$ cat src/hw/scp_pkg.sv
package scp_pkg;
   // Host I/O port numbers
   localparam logic [15:0] PORT_KBD_DATA = 16'h0060;
   localparam logic [15:0] PORT_SYS_B = 16'h0061;
   localparam logic [15:0] PORT_KBD_CMD = 16'h0064;
   localparam logic [15:0] PORT_CFG_INDEX = 16'h0022;
   localparam logic [15:0] PORT_CFG_DATA = 16'h0024;

   // Keyboard-controller command and data bytes
   localparam logic [7:0] KBD_CMD_WRITE_OUT = 8'hD1;
   localparam logic [7:0] KBD_CMD_READ_OUT = 8'hD0;
   localparam logic [7:0] KBD_CMD_WARM_RESET = 8'hFE;
   localparam int KBD_OUT_GATE_BIT = 1;
   localparam int KBD_OUT_RESET_BIT = 0;

   // Configuration space: 13 registers from index 20h upward
   localparam int CFG_COUNT = 13;
   localparam logic [7:0] CFG_FIRST_INDEX = 8'h20;
   localparam int CFG_REV_IDX = 0;
   localparam int CFG_SYSCTL_IDX = 1;
   localparam int CFG_REV_MSB = 7;
   localparam int CFG_REV_LSB = 6;
   localparam int CFG_FAST_RESET_BIT = 5;
   // Per-register reset values and writable-bit masks, entry 0 in the low byte
   localparam logic [CFG_COUNT*8-1:0] CFG_RESET = {80'h0, 8'hC0, 8'h40, 8'h00};
   localparam logic [CFG_COUNT*8-1:0] CFG_WMASK = {{11{8'hFF}}, 8'hF3, 8'h3F};
   // Revision value, arbitrary
   localparam logic [1:0] SILICON_REV = 2'h1;

   // System port B fields
   localparam int PB_PARITY_FLAG = 7;
   localparam int PB_CHANCHK_FLAG = 6;
   localparam int PB_TIMER_OUT = 5;
   localparam int PB_REFRESH_TOGGLE = 4;
   localparam int PB_CHANCHK_DIS = 3;
   localparam int PB_PARITY_DIS = 2;
   localparam int PB_SPEAKER_EN = 1;
   localparam int PB_TIMER_GATE = 0;
   localparam logic [3:0] PB_CTRL_RESET = 4'h0;

   // Warm reset pulse width
   localparam int CLK_MHZ = 50;
   localparam int WARM_RESET_NS = 1000;
   localparam int WARM_RESET_CYCLES = (WARM_RESET_NS * CLK_MHZ) / 1000;

   // Number of pins under test-mode control
   localparam int TEST_PINS = 5;

   typedef enum logic [1:0] {
      TM_NORMAL,
      TM_TRISTATE,
      TM_ODD_HIGH,
      TM_EVEN_HIGH
   } scp_test_type;
endpackage

$ cat src/hw/scp_top.sv
// Functional notes
// - Snoop writes to keyboard ports 60h, 64h
// - D1h then 02h raises address gate
// - FEh to 64h pulses warm reset
// - Config 21h bit5 low waits for halt
// - After D0h, 60h reads gate and reset
// - Decode cycle-definition signals for special cycles
// - Config 20h[7:6] fixed read-only revision
// - Sample three straps at reset release
// - Tristate strap combination floats all pins
// - Straps 000 and 010 drive checker patterns, 001 floats, others normal
// - Thirteen configuration registers, indirect access
// - Index at 22h, data at 24h
// - Index invalidated after each data access
// - Reserved configuration bits reset and stay zero
// - Bit7 parity flag, cleared by bit2
// - Bit6 channel check flag, cleared by bit3
// - Bit5 reads live timer output
// - Bit4 toggles every refresh cycle
// - Channel check raises NMI unless bit3
// - Parity error raises NMI unless bit2
// - Bit1 gates timer onto speaker
// - Bit0 drives timer channel 2 gate
`timescale 1ns/100ps
module scp_top
(
   input wire logic sys_clk,
   input wire logic rstn,
   input wire logic [15:0] io_addr,
   input wire logic [7:0] io_wdata,
   input wire logic io_wr,
   input wire logic io_rd,
   output logic [7:0] io_rdata,
   output logic io_rdata_valid,
   input wire logic cyc_strobe,
   input wire logic mem_or_io_select,
   input wire logic data_or_control_select,
   input wire logic cyc_write,
   input wire logic cyc_halt_sel,
   input wire logic [2:0] strap_in,
   input wire logic timer_ch2_output,
   input wire logic refresh_pulse,
   input wire logic parity_error,
   input wire logic channel_check_in_n,
   output logic addr20_gate_pin,
   output logic addr20_gate_pin_oe,
   output logic processor_warm_reset,
   output logic processor_warm_reset_oe,
   output logic speaker_out,
   output logic speaker_out_oe,
   output logic timer_ch2_gate,
   output logic timer_ch2_gate_oe,
   output logic nmi,
   output logic nmi_oe
);
   localparam int WR_CNT_W = $clog2(scp_pkg::WARM_RESET_CYCLES + 1);

   logic wr_kbd_data;
   logic wr_kbd_cmd;
   logic wr_sys_b;
   logic wr_index;
   logic wr_data;
   logic rd_kbd_data;
   logic rd_data;
   logic special_cyc;
   logic halt_cyc;
   logic shutdown_cyc;
   logic reset_request;

   assign wr_kbd_data = io_wr && (io_addr == scp_pkg::PORT_KBD_DATA);
   assign wr_kbd_cmd = io_wr && (io_addr == scp_pkg::PORT_KBD_CMD);
   assign wr_sys_b = io_wr && (io_addr == scp_pkg::PORT_SYS_B);
   assign wr_index = io_wr && (io_addr == scp_pkg::PORT_CFG_INDEX);
   assign wr_data = io_wr && (io_addr == scp_pkg::PORT_CFG_DATA);
   assign rd_kbd_data = io_rd && (io_addr == scp_pkg::PORT_KBD_DATA);
   assign rd_data = io_rd && (io_addr == scp_pkg::PORT_CFG_DATA);

   // Special cycle: I/O space, control, write
   assign special_cyc = cyc_strobe && !mem_or_io_select && !data_or_control_select
      && cyc_write;
   assign halt_cyc = special_cyc && cyc_halt_sel;
   assign shutdown_cyc = special_cyc && !cyc_halt_sel;

   // Strap capture at reset release
   logic rstn_d_r;
   scp_pkg::scp_test_type test_mode_r;
   scp_pkg::scp_test_type test_mode_nxt;

   always_comb
   begin
      case (strap_in)
         3'b001: test_mode_nxt = scp_pkg::TM_TRISTATE;
         3'b000: test_mode_nxt = scp_pkg::TM_ODD_HIGH;
         3'b010: test_mode_nxt = scp_pkg::TM_EVEN_HIGH;
         default: test_mode_nxt = scp_pkg::TM_NORMAL;
      endcase
   end

   always_ff @(posedge sys_clk)
   begin
      if (!rstn)
      begin
         rstn_d_r <= 1'b0;
      end
      else
      begin
         rstn_d_r <= 1'b1;
      end
   end

   // Straps must stay valid on the first edge after release
   always_ff @(posedge sys_clk)
   begin
      if (!rstn)
      begin
         test_mode_r <= scp_pkg::TM_NORMAL;
      end
      else if (!rstn_d_r)
      begin
         test_mode_r <= test_mode_nxt;
      end
   end

   // Keyboard-controller emulation
   logic write_out_armed_r;
   logic read_out_armed_r;
   logic addr_line20_gate_r;

   always_ff @(posedge sys_clk)
   begin
      if (!rstn)
      begin
         write_out_armed_r <= 1'b0;
      end
      else if (wr_kbd_cmd)
      begin
         write_out_armed_r <= (io_wdata == scp_pkg::KBD_CMD_WRITE_OUT);
      end
      else if (wr_kbd_data)
      begin
         write_out_armed_r <= 1'b0;
      end
   end

   always_ff @(posedge sys_clk)
   begin
      if (!rstn)
      begin
         addr_line20_gate_r <= 1'b0;
      end
      else if (wr_kbd_data && write_out_armed_r)
      begin
         addr_line20_gate_r <= io_wdata[scp_pkg::KBD_OUT_GATE_BIT];
      end
   end

   always_ff @(posedge sys_clk)
   begin
      if (!rstn)
      begin
         read_out_armed_r <= 1'b0;
      end
      else if (wr_kbd_cmd)
      begin
         read_out_armed_r <= (io_wdata == scp_pkg::KBD_CMD_READ_OUT);
      end
      else if (rd_kbd_data)
      begin
         read_out_armed_r <= 1'b0;
      end
   end

   // Warm reset: pending request waits for halt unless config allows direct
   logic reset_pending_r;
   logic warm_reset_r;
   logic [WR_CNT_W-1:0] warm_cnt_r;
   logic [7:0] cfg_r [scp_pkg::CFG_COUNT];
   logic fast_direct;

   assign fast_direct = cfg_r[scp_pkg::CFG_SYSCTL_IDX][scp_pkg::CFG_FAST_RESET_BIT];
   assign reset_request = (wr_kbd_cmd && io_wdata == scp_pkg::KBD_CMD_WARM_RESET
      && fast_direct) || (reset_pending_r && halt_cyc) || shutdown_cyc;

   always_ff @(posedge sys_clk)
   begin
      if (!rstn)
      begin
         reset_pending_r <= 1'b0;
      end
      else if (wr_kbd_cmd && io_wdata == scp_pkg::KBD_CMD_WARM_RESET && !fast_direct)
      begin
         reset_pending_r <= 1'b1;
      end
      else if (halt_cyc)
      begin
         reset_pending_r <= 1'b0;
      end
   end

   // A request during a pulse restarts its width
   always_ff @(posedge sys_clk)
   begin
      if (!rstn)
      begin
         warm_cnt_r <= '0;
         warm_reset_r <= 1'b0;
      end
      else if (reset_request)
      begin
         warm_cnt_r <= WR_CNT_W'(scp_pkg::WARM_RESET_CYCLES - 1);
         warm_reset_r <= 1'b1;
      end
      else if (warm_cnt_r != '0)
      begin
         warm_cnt_r <= warm_cnt_r - 1'b1;
      end
      else
      begin
         warm_reset_r <= 1'b0;
      end
   end

   // Indexed configuration space
   logic [7:0] index_r;
   logic index_valid_r;
   logic [7:0] cfg_sel;
   logic cfg_hit;

   assign cfg_sel = index_r - scp_pkg::CFG_FIRST_INDEX;
   assign cfg_hit = index_valid_r && (index_r >= scp_pkg::CFG_FIRST_INDEX)
      && (cfg_sel < 8'(scp_pkg::CFG_COUNT));

   always_ff @(posedge sys_clk)
   begin
      if (!rstn)
      begin
         index_r <= 8'h00;
         index_valid_r <= 1'b0;
      end
      else if (wr_index)
      begin
         index_r <= io_wdata;
         index_valid_r <= 1'b1;
      end
      else if (wr_data || rd_data)
      begin
         index_valid_r <= 1'b0;
      end
   end

   genvar g;
   generate
      for (g = 0; g < scp_pkg::CFG_COUNT; g++)
      begin : g_cfg
         always_ff @(posedge sys_clk)
         begin
            if (!rstn)
            begin
               cfg_r[g] <= scp_pkg::CFG_RESET[g*8 +: 8];
            end
            else if (wr_data && cfg_hit && cfg_sel == 8'(g))
            begin
               // Masked bits keep reset value: reserved zero, revision fixed
               cfg_r[g] <= io_wdata & scp_pkg::CFG_WMASK[g*8 +: 8];
            end
         end
      end
   endgenerate

   logic [7:0] cfg_rd;

   always_comb
   begin
      cfg_rd = 8'h00;
      if (cfg_hit)
      begin
         cfg_rd = cfg_r[cfg_sel[3:0]];
         if (cfg_sel == 8'(scp_pkg::CFG_REV_IDX))
         begin
            cfg_rd[scp_pkg::CFG_REV_MSB:scp_pkg::CFG_REV_LSB] = scp_pkg::SILICON_REV;
         end
      end
   end

   // System port B
   logic [3:0] pb_ctrl_r;
   logic parity_flag_r;
   logic chanchk_flag_r;
   logic refresh_tog_r;
   logic parity_set;
   logic chanchk_set;

   assign parity_set = parity_error && !pb_ctrl_r[scp_pkg::PB_PARITY_DIS];
   assign chanchk_set = !channel_check_in_n && !pb_ctrl_r[scp_pkg::PB_CHANCHK_DIS];

   always_ff @(posedge sys_clk)
   begin
      if (!rstn)
      begin
         pb_ctrl_r <= scp_pkg::PB_CTRL_RESET;
      end
      else if (wr_sys_b)
      begin
         pb_ctrl_r <= io_wdata[3:0];
      end
   end

   // Set wins over a clear in the same cycle
   always_ff @(posedge sys_clk)
   begin
      if (!rstn)
      begin
         parity_flag_r <= 1'b0;
      end
      else if (parity_set)
      begin
         parity_flag_r <= 1'b1;
      end
      else if (wr_sys_b && io_wdata[scp_pkg::PB_PARITY_DIS])
      begin
         parity_flag_r <= 1'b0;
      end
   end

   always_ff @(posedge sys_clk)
   begin
      if (!rstn)
      begin
         chanchk_flag_r <= 1'b0;
      end
      else if (chanchk_set)
      begin
         chanchk_flag_r <= 1'b1;
      end
      else if (wr_sys_b && io_wdata[scp_pkg::PB_CHANCHK_DIS])
      begin
         chanchk_flag_r <= 1'b0;
      end
   end

   always_ff @(posedge sys_clk)
   begin
      if (!rstn)
      begin
         refresh_tog_r <= 1'b0;
      end
      else if (refresh_pulse)
      begin
         refresh_tog_r <= !refresh_tog_r;
      end
   end

   // Read data path, one cycle after the strobe
   always_ff @(posedge sys_clk)
   begin
      if (!rstn)
      begin
         io_rdata <= 8'h00;
         io_rdata_valid <= 1'b0;
      end
      else
      begin
         io_rdata_valid <= io_rd;
         if (rd_data)
         begin
            io_rdata <= cfg_rd;
         end
         else if (rd_kbd_data && read_out_armed_r)
         begin
            io_rdata <= {6'h00, addr_line20_gate_r, warm_reset_r};
         end
         else if (io_rd && io_addr == scp_pkg::PORT_SYS_B)
         begin
            io_rdata <= {parity_flag_r, chanchk_flag_r, timer_ch2_output,
               refresh_tog_r, pb_ctrl_r};
         end
         else
         begin
            io_rdata <= 8'h00;
         end
      end
   end

   // Functional pin levels, then test-mode override
   logic [scp_pkg::TEST_PINS-1:0] func_out;
   logic [scp_pkg::TEST_PINS-1:0] pin_out;
   logic [scp_pkg::TEST_PINS-1:0] pin_oe;

   assign func_out[0] = addr_line20_gate_r;
   assign func_out[1] = warm_reset_r;
   assign func_out[2] = timer_ch2_output && pb_ctrl_r[scp_pkg::PB_SPEAKER_EN];
   assign func_out[3] = pb_ctrl_r[scp_pkg::PB_TIMER_GATE];
   assign func_out[4] = (parity_flag_r && !pb_ctrl_r[scp_pkg::PB_PARITY_DIS])
      || (chanchk_flag_r && !pb_ctrl_r[scp_pkg::PB_CHANCHK_DIS]);

   scp_pin_test u_pin_test
   (
      .sys_clk(sys_clk),
      .rstn(rstn),
      .test_mode(test_mode_r),
      .func_out(func_out),
      .pin_out(pin_out),
      .pin_oe(pin_oe)
   );

   assign addr20_gate_pin = pin_out[0];
   assign addr20_gate_pin_oe = pin_oe[0];
   assign processor_warm_reset = pin_out[1];
   assign processor_warm_reset_oe = pin_oe[1];
   assign speaker_out = pin_out[2];
   assign speaker_out_oe = pin_oe[2];
   assign timer_ch2_gate = pin_out[3];
   assign timer_ch2_gate_oe = pin_oe[3];
   assign nmi = pin_out[4];
   assign nmi_oe = pin_oe[4];
endmodule

$ cat src/hw/scp_pin_test.sv
`timescale 1ns/100ps
module scp_pin_test
(
   input wire logic sys_clk,
   input wire logic rstn,
   input wire scp_pkg::scp_test_type test_mode,
   input wire logic [scp_pkg::TEST_PINS-1:0] func_out,
   output logic [scp_pkg::TEST_PINS-1:0] pin_out,
   output logic [scp_pkg::TEST_PINS-1:0] pin_oe
);
   // Pin k is numbered k+1, so even k is an odd-numbered pin
   genvar k;
   generate
      for (k = 0; k < scp_pkg::TEST_PINS; k++)
      begin : g_pin
         always_ff @(posedge sys_clk)
         begin
            if (!rstn)
            begin
               pin_out[k] <= 1'b0;
               pin_oe[k] <= 1'b1;
            end
            else
            begin
               case (test_mode)
                  scp_pkg::TM_TRISTATE:
                  begin
                     pin_out[k] <= 1'b0;
                     pin_oe[k] <= 1'b0;
                  end
                  scp_pkg::TM_ODD_HIGH:
                  begin
                     pin_out[k] <= (k % 2 == 0);
                     pin_oe[k] <= 1'b1;
                  end
                  scp_pkg::TM_EVEN_HIGH:
                  begin
                     pin_out[k] <= (k % 2 != 0);
                     pin_oe[k] <= 1'b1;
                  end
                  default:
                  begin
                     pin_out[k] <= func_out[k];
                     pin_oe[k] <= 1'b1;
                  end
               endcase
            end
         end
      end
   endgenerate
endmodule

$ cat config.mk
export PLATFORM = sky130hd
export DESIGN_NAME = scp_top
export DESIGN_NICKNAME = d
export VERILOG_FILES = /design/src/hw/scp_pkg.sv /design/src/hw/scp_top.sv /design/src/hw/scp_pin_test.sv
export SDC_FILE = /design/constraint.sdc
export NUM_CORES = 1
export LEC_CHECK = 0
export ABC_CLOCK_PERIOD_IN_PS = 2600
export BUFFER_PORTS_ARGS = -buffer_cell sky130_fd_sc_hd__buf_2
export CAP_MARGIN = 20
export CORE_MARGIN = 1.5
export CORE_UTILIZATION = 42
export DETAILED_ROUTE_END_ITERATION = 8
export PLACE_DENSITY = 0.6
export SKIP_LAST_GASP = 1
export SYNTH_ARGS = -nofsm -noshare
export SYNTH_HDL_FRONTEND = slang
export SYNTH_SLANG_ARGS = --single-unit
export TNS_END_PERCENT = 1
$ cat constraint.sdc
create_clock -name sys_clk -period 2.6 [get_ports sys_clk]
set_input_delay 0.26 -clock sys_clk [delete_from_list [all_inputs] [get_ports sys_clk]]
set_output_delay 0.26 -clock sys_clk [all_outputs]
set_load 0.01 [all_outputs]
* Word-level counts from Yosys, hierarchy flattened
Memories as Yosys holds them, arrays and structs flattened. Index checks and enable logic that the tools add are counted.
Cells by class: $add $sub $neg 2, multipliers 0, divide/modulo/power cells 0, magnitude comparators 2, equality and inequality tests 26, shift-type cells 0, multiplexer cells 82, bitwise gates (word level) 14, reductions and logical operators 67
Operator list (count):
- two-way mux 8 bit | 17
- two-way mux 1 bit | 56
- == test 16 x 7 -> 1 bit, second input constant | 3
- logical AND 1 bit | 42
- == test 8 x 4 -> 1 bit, second input constant | 5
- == test 16 x 6 -> 1 bit, second input constant | 2
- == test 8 x 3 -> 1 bit, second input constant | 4
- == test 8 bit, second input constant | 3
- == test 8 x 2 -> 1 bit, second input constant | 2
- nonzero test 2 bit | 7
- OR 1 bit | 13
- two-way mux 6 bit | 2
- one-hot mux 1 bit (2 select lines) | 5
- == test 8 x 1 -> 1 bit, second input constant | 1
- greater-or-equal comparator 8 x 6 -> 1 bit, second input constant | 1
- logical NOT 1 bit | 8
- logical NOT 8 bit | 1
- less-than comparator 8 x 4 -> 1 bit, second input constant | 1
- subtractor 8 x 6 -> 8 bit, second input constant | 1
- one-hot mux 2 bit (3 select lines) | 1
- nonzero test 6 bit | 1
- OR reduction 2 bit | 3
- subtractor 6 x 1 -> 6 bit, second input constant | 1
- == test 2 bit, second input constant | 2
- 8 further kinds | 11
Word-level totals: register bits after elaboration 45, bits in latches 0, memory bits (writable) 104, ROM bits 0, bits of input ports 40, output and inout port bits 19, word-level logic and storage cells 217, memories 1
Memories:
- cfg_r | depth 13, width 8, read ports 2, clocked after memory_dff 0, write ports 13, line scp_top.sv:177 | logic [7:0] cfg_r [scp_pkg::CFG_COUNT];

* Logic depth before layout (Yosys ltp)
Gate-level depths: netlist of the first run.
word-level depth 9, gate-level depth with buffers 9, depth with buffers taken out 7

* Hierarchy
From an unflattened synthesis of the first run, not the netlist that was laid out.
Second synthesis, totals: cells, all modules 569, area, all modules 6580.1 um2
Modules (own cells, without submodules):
- scp_top | instances 1, cells each 546, area each 6366.1 um2, seq. area each 3783.6 um2
- scp_pin_test | instances 1, cells each 23, area each 214.0 um2, seq. area each 120.1 um2

* Worst setup path before layout of the first run
No wires, ideal clock.
path type reg2reg, from reg index_r[5], to mem cfg_r[8][0] (enable), library setup time 0.384 ns, arrival time 2.469 ns, slack -0.253 ns, cell stages (with the launch flop) 9, clock period less this slack 2.853 ns, path through dfxtp_1 -> inv_1 -> ha_1 -> xnor2_1 -> nand3_1 -> or4_1 -> buf_2 -> clkbuf_1 -> o21ai_0
RTL lines:
- from (decl) | line scp_top.sv:224 | logic [7:0] index_r;
- from (signal assigned) | line scp_top.sv:242 | index_r <= io_wdata;
- to (decl) | line scp_top.sv:177

==> summary.txt, run 1 <==
Timing
  – Max Fclk: around 0.40 GHz
  – Final worst slack: between 90 and 100 ps
  – Slew Limit Fails: 0
  – Fin crit share: approximately 97%
  – Setup_tns: 0 ps
  – Headroom to the max-slew limit: a little under three fifths
  – Post-route minimum period: 2510 ps
  – Clk_skew: approximately 7.6 ps
  – Fin. Hold Viols: 0
  – Worst slew pin tran: 646 ps
  – Final setup fails: 0
  – Unrepaired setup endpoints after global routing: true

Run
  – Max Cap Viol: 0

Drt
  – Drt first pass iters: 5
  – Via count: roughly 4600
  – Total routed wirelength: 16100 µm
  – Drt first-iter violations: around 360
  – Via density: roughly 5.4
  – Antenna Nets Post-Route: 0
  – DR DRC count: 0
  – Wirelength per Cell: around 19 µm

Placed design
  – # placed instances: 820
  – RePlAce Congestion: ~0.79
  – Pre-CTS setup slack: ~85 ps
  – Post-DP HPWL: approximately 11000 µm
  – IO Port Bufs: 58
  – Area after DPL: between 7000 and 8000 µm²

Layout
  – Post-Layout Cell Count: around 850
  – Layout cells sized above 1: ~25%
  – Antenna diodes: 0
  – Filler cells: ~1300
  – Layout area overhead: 18.3%
  – Area of the multi-input gates: around 2500 µm²
  – Final instance area: 7780 µm²
  – Nets: 670
  – Register area: roughly 4000 µm²

Setup path
  – CP top delay family: simple AND/OR/NAND/NOR gates
  – Worst Setup Path Type: flip-flop to flip-flop
  – Critical Path Fanout Max: 16
  – Buf/Inv on CP: 3
  – WP data arrival: 2660 ps
  – CP startpoint kind: flip-flop
  – CP max-delay cell: or4_1
  – Max incr delay on CP: roughly 640 ps
  – Crit-path cells: inv_1 > ha_1 > and3b_1 > nand3_1 > or4_1 > buf_4 > o21ai_1 > buf_4
  – WP data required: about 2800 ps
  – Worst path most repeated cell: buf_4
  – Crit path capture type: flip-flop

Yosys
  – Post-Syn Area: about 6600 µm²
  – Sequential area share after synthesis: about three fifths
  – Top cells by area, synth: edfxtp_1 46%, dfxtp_1 14%, mux4_2 6.8%
  – Syn_area_per_cell: 11.8 µm²
  – Syn nets: 600
  – Ys async rst share: 0%
  – Post-synth cell types: between 50 and 60
  – Yosys top cell area share: between 40 and 50%
  – Synth Flop Type: edfxtp_1
  – Yosys warning total: 0
  – EDFF count, synth: 100
  – Mapped Cells: approximately 560
  – #FFs+latches synth: about 150
  – Top cell type by total area after synthesis: edfxtp_1

Global route
  – Initial antenna violation count: 0
  – Vias in the first global route: approximately 4700
  – Gr usage total: 21.1%
  – Global-route wire length before repair: about 25000 µm
  – GRT overflow: 0
  – Largest net degree at the start of global routing: 37

CTS
  – CTS sink count: approximately 150
  – Clk slew on worst S/H paths: ~60 ps
  – CTS tree: built
  – H-Tree Depth: 4
  – Clk_lat worst skew: approximately 430 ps
  – Total CTS buffers: 17
  – Post-CTS setup buffers: 0
  – CTS max path bufs: 2
  – Root buffer cell: clkbuf_16

Hold path
  – HP Class: primary input to flip-flop

Outcome
  – Status: completed

Floorplanning
  – Die height: roughly 130 µm
  – Io pins: 59
  – Area of the die: around 16000 µm²
  – Die width: around 130 µm
  – Rows: 45
  – Core area: ~15000 µm²
  – Initial Util: 43.1%

Power and ir drop
  – Worst vdd ir: around 0.00057 V
  – LEAKAGE: ~2.7 nW
  – Power Density: between 600 and 700 nW/µm²
## where the power goes
part | switching (mW) | total, mW | internal [mW] | leakage [nW]
sequential | 0.0635 | 2.65 | 2.59 | 1.32
combinational | 0.255 | 0.443 | 0.188 | 1.16
clock | 1.01 | 2.24 | 1.23 | 0.250
total | 1.33 | 5.34 | 4.01 | 2.73
## layout make-up
| cell class | count | area share (%) |
|---|---|---|
| clock buffer | 18 | 5.51 |
| inverter | 9 | 0.434 |
| timing repair buffer | 95 | 7.62 |
| multi-input combinational | 360 | 31.5 |
| tap | 211 | 3.39 |
| clock inverter | 14 | 1.35 |
| sequential | 145 | 50.2 |
## synthesized netlist by cell type (2+ instances only)
cell and instances:
a211o_1 3, a211oi_1 3, a21boi_0 9, a21o_1 5, a21oi_1 11, a221oi_1 2
a22o_1 3, a31o_2 2, and2_1 8, buf_1 2, buf_2 5, buf_4 4
clkbuf_1 32, dfxtp_1 45, edfxtp_1 100, ha_1 2, inv_1 9, mux2i_1 22
mux4_2 20, nand2_1 41, nand2b_1 6, nand3_1 16, nand3b_1 2, nand4_1 4
nand4b_1 2, nor2_1 64, nor2_2 8, nor2b_1 21, nor3_1 52, nor3b_1 2
nor4_1 3, nor4_4 2, o21ai_0 12, o22ai_1 7, or2_1 2, or2_2 2
or3_1 3, xnor2_1 5
## through the flow
step | utilization [%] | power (mW) | hold slack (ps)
6_report | 51.0 | 5.34 | 82.6
5_1_grt | 51.0 | 5.52 | 92.2
4_1_cts | 51.0 | 5.35 | 67.7
3_5_place_dp | 47.5 | 3.15 | 449
3_3_place_gp | 47.5 | 3.12 | 433
2_1_floorplan | - | 2.99 | 288
## path summary, 6_finish.rpt
check | startpoint | end | slack [ps] | depth (start not counted)
max | index_r[5]$_SDFFE_PN0P_ | cfg_r[0][1]$_SDFFCE_PN0P_ | 90 | 8
min | timer_ch2_output | io_rdata[5]$_SDFF_PN0_ | 80 | 2
max reg2reg | index_r[5]$_SDFFE_PN0P_ | cfg_r[0][1]$_SDFFCE_PN0P_ | 90 | 8
min reg2reg | reset_pending_r$_SDFFE_PN0P_ | reset_pending_r$_SDFFE_PN0P_ | 450 | 2
## routing by layer
metal	routed length [µm]	track usage, %	share of wire, %	vias to the layer above
met5	0	0	0	-
met4	351	8.20	2.2	0
met3	987	5.18	6.1	27
met2	8010	35.5	50	159
met1	6750	26.4	42	2279
li1	-	-	-	2177
## kinds of logic (layout without fill, tap and decap cells)
kind of cell	after synthesis	count (layout)	share of synthesized area, %
and+or+nand+nor	248	248	19.5
DFF	145	145	59.3
xor gates and xnor gates	6	6	0.799
buffers and inverters	53	136	3.46
adders and majority gates	2	2	0.380
muxes	43	43	10.4
AOI/OAI and AO/OA	61	61	6.20
## worst reg2reg max path, cell delays in order, from the launching register on
cell	delay (ps)
dfxtp_1	330
inv_1	50
ha_1	300
and3b_1	200
nand3_1	100
or4_1	640
buf_4	260
o21ai_1	190
buf_4	170
## layout by cell type (no fill, tap or decap), types with 20 or more instances in the layout
cell,instances
mux2i_1,22
nor3_1,52
nor2b_1,21
mux4_2,20
dfxtp_1,45
nand2_1,40
edfxtp_1,100
buf_4,35
nor2_1,64
buf_2,58
## repair_timing
action	in CTS	in global routing
resized for setup	0	2
hold buffers	0	0
setup endpoints to repair	0	38
## sequential cells by signal, summed over array words and instances, names as in the netlist, 2 cells and up
signal              count
cfg_r                 100
index_r                 8
io_rdata                8
warm_cnt_r              6
u_pin_test.pin_out      5
pb_ctrl_r               4
test_mode_r             2
No activity file was read; power rests on OpenSTA's default activity.
==> run 2, diff against run 1 <==
- CORE_ASPECT_RATIO: default -> 1.5
- MAX_ROUTING_LAYER: default -> met4
==> summary.txt, run 2 (same netlist as run 1, synthesis figures left out) <==
Outcome
  – Status: completed

Global route
  – Vias in the first global route: 4779
  – GRT overflow: 0
  – Global-route wire length before repair: between 20000 and 30000 µm
  – Gr usage total: 22.0%
  – Largest net degree at the start of global routing: around 60
  – Initial antenna violation count: 0

Setup path
  – Critical Path Fanout Max: 12
  – Buf/Inv on CP: 3
  – Worst R2R Start: index_r[5]$_SDFFE_PN0P_
  – WP data required: ~2700 ps
  – Crit path capture type: flip-flop
  – CP startpoint kind: flip-flop
  – Worst reg-to-reg path cell count: 8
  – CP max-delay cell: or4_1
  – Worst Setup Path Type: flip-flop to flip-flop
  – R2R Path End: cfg_r[8][2]$_SDFFCE_PN0P_
  – CP startpoint: index_r[5]$_SDFFE_PN0P_
  – Crit-path cells: inv_1 > ha_1 > and3b_1 > nand3_1 > or4_1 > buf_4 > o21ai_2 > buf_4
  – Max incr delay on CP: roughly 640 ps
  – Reg2reg setup slack: 100 ps
  – CP top delay family: simple AND/OR/NAND/NOR gates
  – WP data arrival: roughly 2600 ps
  – Worst path most repeated cell: buf_4

Layout
  – Largest register FFs: 100
  – Largest reg by FF count: cfg_r
  – Most frequent cells in the layout: 100 x edfxtp_1, 64 x nor2_1, 58 x buf_2
  – Layout cells sized above 1: 26.0%
  – Regs by FF count: cfg_r x100, index_r x8, io_rdata x8
  – Nets: 671
  – Antenna diodes: 0
  – Commonest non-fill, non-tap cell in the layout: edfxtp_1
  – Layout area overhead: 19.4%

Floorplanning
  – Initial Util: a little over two fifths
  – Io pins: between 50 and 60
  – Rows: 55
  – Core area: 15200 µm²
  – Die height: 156 µm
  – Area of the die: roughly 16000 µm²
  – Die width: roughly 110 µm

Hold path
  – Hold depth: 2
  – Hold Path Origin: io_rd
  – HP Class: primary input to flip-flop
  – Hold Path Sink: io_rdata_valid$_SDFF_PN0_

Power and ir drop
  – Worst vdd ir: approximately 0.00039 V
  – LEAKAGE: 2.80 nW
  – Internal power: roughly 4.4 mW
  – Clock share of power: 45.0%
  – Power Density: about 720 nW/µm²
  – Sequential power share: about 47%
  – Combinational power share: between 7 and 8%
  – Switching part of the total: 22.5%
  – Tot Pwr: between 5 and 6 mW
  – Switching power: 1.27 mW

Timing
  – Headroom to the max-slew limit: 51.2%
  – Unrepaired setup endpoints after global routing: true
  – Max Fclk: about 0.4 GHz
  – Post-route minimum period: around 2500 ps
  – Final setup fails: 0
  – Slew Limit Fails: 0
  – Fin crit share: 96.3%
  – Worst slew pin tran: 731 ps
  – Worst hold slack: roughly 100 ps
  – Fin. Hold Viols: 0
  – Clk_skew: roughly 14 ps

Placed design
  – IO Port Bufs: 58
  – RePlAce Congestion: between 0.8 and 0.9
  – Post-DP HPWL: between 10000 and 15000 µm

CTS
  – CTS max path bufs: 2
  – CTS Hold Bufs: 0
  – H-Tree Depth: 4
  – Clk slew on worst S/H paths: ~60 ps
  – CTS sink count: around 150
  – Total CTS buffers: 17
  – Root buffer cell: clkbuf_16
  – CTS tree: built
  – Clk_lat worst skew: 430 ps

Drt
  – DR DRC count: 0
  – Antenna Nets Post-Route: 0
  – Via count: 4632
  – Total routed wirelength: approximately 16000 µm
  – Wirelength per Cell: slightly below 20 µm
  – Via density: approximately 5.5
  – Drt first pass iters: 4
  – Drt first-iter violations: 237

Run
  – Max Cap Viol: 0
==> run 2: cell types whose count changed in the layout (fill, tap and decap cells not counted), sizes merged <==
cell,delta
clkinv,+1
clkinvlp,-4
clkbuf,+4
buf,+1
bufinv,+2
inv,-3
==> run 2: area by class of cell <==
class | instances | area (µm²)
fillers | 1347 | 7350
clock inverters | 10 | 119
inverters | 9 | 33.8
flip-flops and latches | 145 | 3910
multi-input cells | 360 | 2450
well taps | 199 | 249
clock buffers | 22 | 507
repair buffers | 96 | 588
==> run 2: repair_timing <==
action                                  4_1_cts  5_1_grt
endpoints found under the setup margin        0       35
gates resized for setup                       0        1
setup buffers                                 0        0
==> run 2: worst max path at each step <==
stage / end / slack, ps / depth (start not counted)
CTS: cfg_r[4][2]$_SDFFCE_PN0P_ / 40 / 7
finish: cfg_r[8][2]$_SDFFCE_PN0P_ / 100 / 8
global placement: cfg_r[4][7]$_SDFFCE_PN0P_ / 140 / 7
floorplan: cfg_r[9][0]$_SDFFCE_PN0P_ / 10 / 7
global route: cfg_r[9][0]$_SDFFCE_PN0P_ / -30 / 10
detailed placement: cfg_r[4][7]$_SDFFCE_PN0P_ / 60 / 7
==> run 2: power by group through the flow <==
| stage | Clock [mW] | Combinational (mW) | Sequential [mW] |
|---|---|---|---|
| after global routing | 2.67 | 0.494 | 2.67 |
| after floorplan | 0 | 0.304 | 2.68 |
| after detailed placement | 0 | 0.446 | 2.70 |
| final | 2.54 | 0.445 | 2.65 |
| after global placement | 0 | 0.435 | 2.70 |
| after CTS | 2.57 | 0.450 | 2.66 |
==> run 2: through the flow <==
stage	worst slack, ps	TNS, ps	instances	util [%]	instance area (µm²)
floorplan	12.9	0	558	-	6580
global placement	136	0	809	47.5	7230
detailed placement	62.7	0	809	47.5	7230
CTS	37.3	0	841	51.6	7850
global route	-31.4	-382	841	51.6	7860
finish	97.3	0	841	51.6	7860
==> run 2: layer usage <==
layer	wire length, µm	GRT usage, %
met2	8760	37.5
met3	737	5.00
met5	0	-
met1	5930	22.6
met4	989	14.3
==> run 3, diff against run 2 <==
- ABC_CLOCK_PERIOD_IN_PS: 2600 -> 2300
- clock period: 2.6 -> 2.3 ns (I/O delays scaled with it)
==> summary.txt, run 3 (same netlist as run 1, synthesis figures left out) <==
CTS
  – Clk_lat worst skew: approximately 430 ps
  – H-Tree Depth: 4
  – Root buffer cell: clkbuf_16
  – Clk slew on worst S/H paths: ~70 ps
  – CTS Hold Bufs: 0
  – CTS sink count: about 150
  – CTS tree: built
  – CTS max path bufs: 2
  – Total CTS buffers: 17

Timing
  – Post-route minimum period: between 2000 and 2500 ps
  – Worst hold slack: 71.3 ps
  – Unrepaired setup endpoints after global routing: true
  – Fin crit share: between 90% and 100%
  – Worst slew pin tran: 667 ps
  – Final setup fails: 0
  – Clk_skew: 10.2 ps
  – Max Fclk: between 0.4 and 0.5 GHz
  – Final worst slack: around 54 ps
  – Headroom to the max-slew limit: between 50% and 60%
  – Fin. Hold Viols: 0
  – Slew Limit Fails: 0

Drt
  – Met2 wire len: approximately 9200 µm
  – Drt first-iter violations: 320
  – Top routing layer in use: met4
  – DR DRC count: 0
  – Drt first pass iters: 5
  – Wirelength per Cell: about 20 µm
  – Total routed wirelength: around 17000 µm
  – Via density: approximately 5.5
  – Routed length on met1: 6300 µm
  – Via count: ~4700
  – Antenna Nets Post-Route: 0
  – Met3 Wirelength: 768 µm

Placed design
  – Pre-CTS setup slack: -151 ps
  – Post-DP HPWL: about 12000 µm
  – # placed instances: around 830
  – IO Port Bufs: 58
  – RePlAce Congestion: ~0.85

Setup path
  – Worst Setup Path Type: flip-flop to flip-flop
  – Crit path capture type: flip-flop
  – CP top delay family: simple AND/OR/NAND/NOR gates
  – Critical Path Fanout Max: 8
  – Max incr delay on CP: 600 ps
  – CP startpoint kind: flip-flop
  – Buf/Inv on CP: 2
  – Crit-path cells: inv_2 > ha_4 > and3b_1 > nand3_1 > or4_4 > or2_4 > buf_4 > nor2_2
  – WP data arrival: about 2500 ps
  – WP data required: between 2000 and 3000 ps
  – CP max-delay cell: or4_4

Layout
  – Layout cells sized above 1: a little under a third
  – Post-Layout Cell Count: 859
  – Layout area overhead: 23.2%
  – Antenna diodes: 0
  – Most frequent cells in the layout: 100 x edfxtp_1, 64 x nor2_1, 58 x buf_2
  – Register area: 3910 µm²
  – Commonest non-fill, non-tap cell in the layout: edfxtp_1
  – Regs by FF count: cfg_r x100, index_r x8, io_rdata x8
  – Largest register FFs: 100
  – Largest reg by FF count: cfg_r
  – Nets: between 600 and 700
  – Filler cells: around 1300
  – Area of the multi-input gates: between 2000 and 3000 µm²

Global route
  – Gr usage total: a little under a quarter
  – Largest net degree at the start of global routing: between 50 and 60
  – GRT overflow: 0
  – Vias in the first global route: ~5000
  – Initial antenna violation count: 0
  – Global-route wire length before repair: 27100 µm

Run
  – Max Cap Viol: 0

Power and ir drop
  – Internal power: between 4 and 5 mW
  – Worst vdd ir: 0.000425 V
  – Sequential power share: between 40% and 50%
  – Power Density: slightly below 800 nW/µm²
  – Tot Pwr: around 6.3 mW
  – Switching part of the total: between 20% and 30%
  – Clock share of power: between 40% and 50%
  – Switching power: ~1.5 mW
  – LEAKAGE: 2.91 nW
  – Combinational power share: 8.5%

Hold path
  – HP Class: primary input to flip-flop

Outcome
  – Status: completed

Floorplanning
  – Die width: 105 µm
  – Initial Util: 43.3%
  – Io pins: 59
  – Core area: approximately 15000 µm²
  – Area of the die: ~16000 µm²
  – Rows: 55
  – Die height: roughly 160 µm
[run 3: per-layer routing]
metal	GRT usage, %	vias up
met1	22.8	2347
li1	-	2213
met4	12.5	0
met5	-	-
met3	4.62	36
met2	41.6	152
[run 3: repair_timing]
item,in CTS,in global routing
cloned,0,0
buffers inserted,2,0
gates resized for setup,10,7
pin swaps,4,2
setup endpoints to repair,46,130
[run 3: final timing paths]
path / startpoint / to / slack [ps] / cells after the start
worst max register to register: index_r[5]$_SDFFE_PN0P_ / cfg_r[4][3]$_SDFFCE_PN0P_ / 50 / 8
worst max-delay path: index_r[5]$_SDFFE_PN0P_ / cfg_r[4][3]$_SDFFCE_PN0P_ / 50 / 8
worst min-delay path: parity_error / parity_flag_r$_SDFFE_PN0P_ / 70 / 3
worst min register to register: reset_pending_r$_SDFFE_PN0P_ / reset_pending_r$_SDFFE_PN0P_ / 470 / 2
[run 3: layout make-up]
| type | instances | area share, % |
|---|---|---|
| tap | 199 | 3.07 |
| clock buffer | 22 | 6.39 |
| timing repair buffer | 114 | 9.68 |
| inverter | 9 | 0.417 |
| clock inverter | 10 | 1.07 |
| multi-input combinational | 360 | 31.2 |
| sequential | 145 | 48.2 |
[run 3: power by group through the flow]
stage / Combinational, mW / Sequential [mW] / Clock (mW)
after floorplan: 0.346 / 3.03 / 0
after global placement: 0.516 / 3.05 / 0
after detailed placement: 0.533 / 3.05 / 0
after CTS: 0.537 / 3.00 / 2.79
after global routing: 0.594 / 3.01 / 2.91
final: 0.533 / 3.00 / 2.76
[run 3: per-stage QoR]
step / area (µm²) / setup TNS [ps] / utilization, %
after floorplan: 6610 / -3850 / -
after global placement: 7420 / -2210 / 48.8
after detailed placement: 7420 / -3370 / 48.8
after CTS: 8080 / -513 / 53.1
after global routing: 8100 / -804 / 53.3
final: 8100 / 0 / 53.3
[run 3: tightest hold or removal path: cells and delay by family]
| family | cells | cell delay [ps] |
|---|---|---|
| buffers and inverters | 1 | 100 |
| AO/OA/AOI/OAI | 1 | 70 |
| AND/OR/NAND/NOR | 1 | 50 |
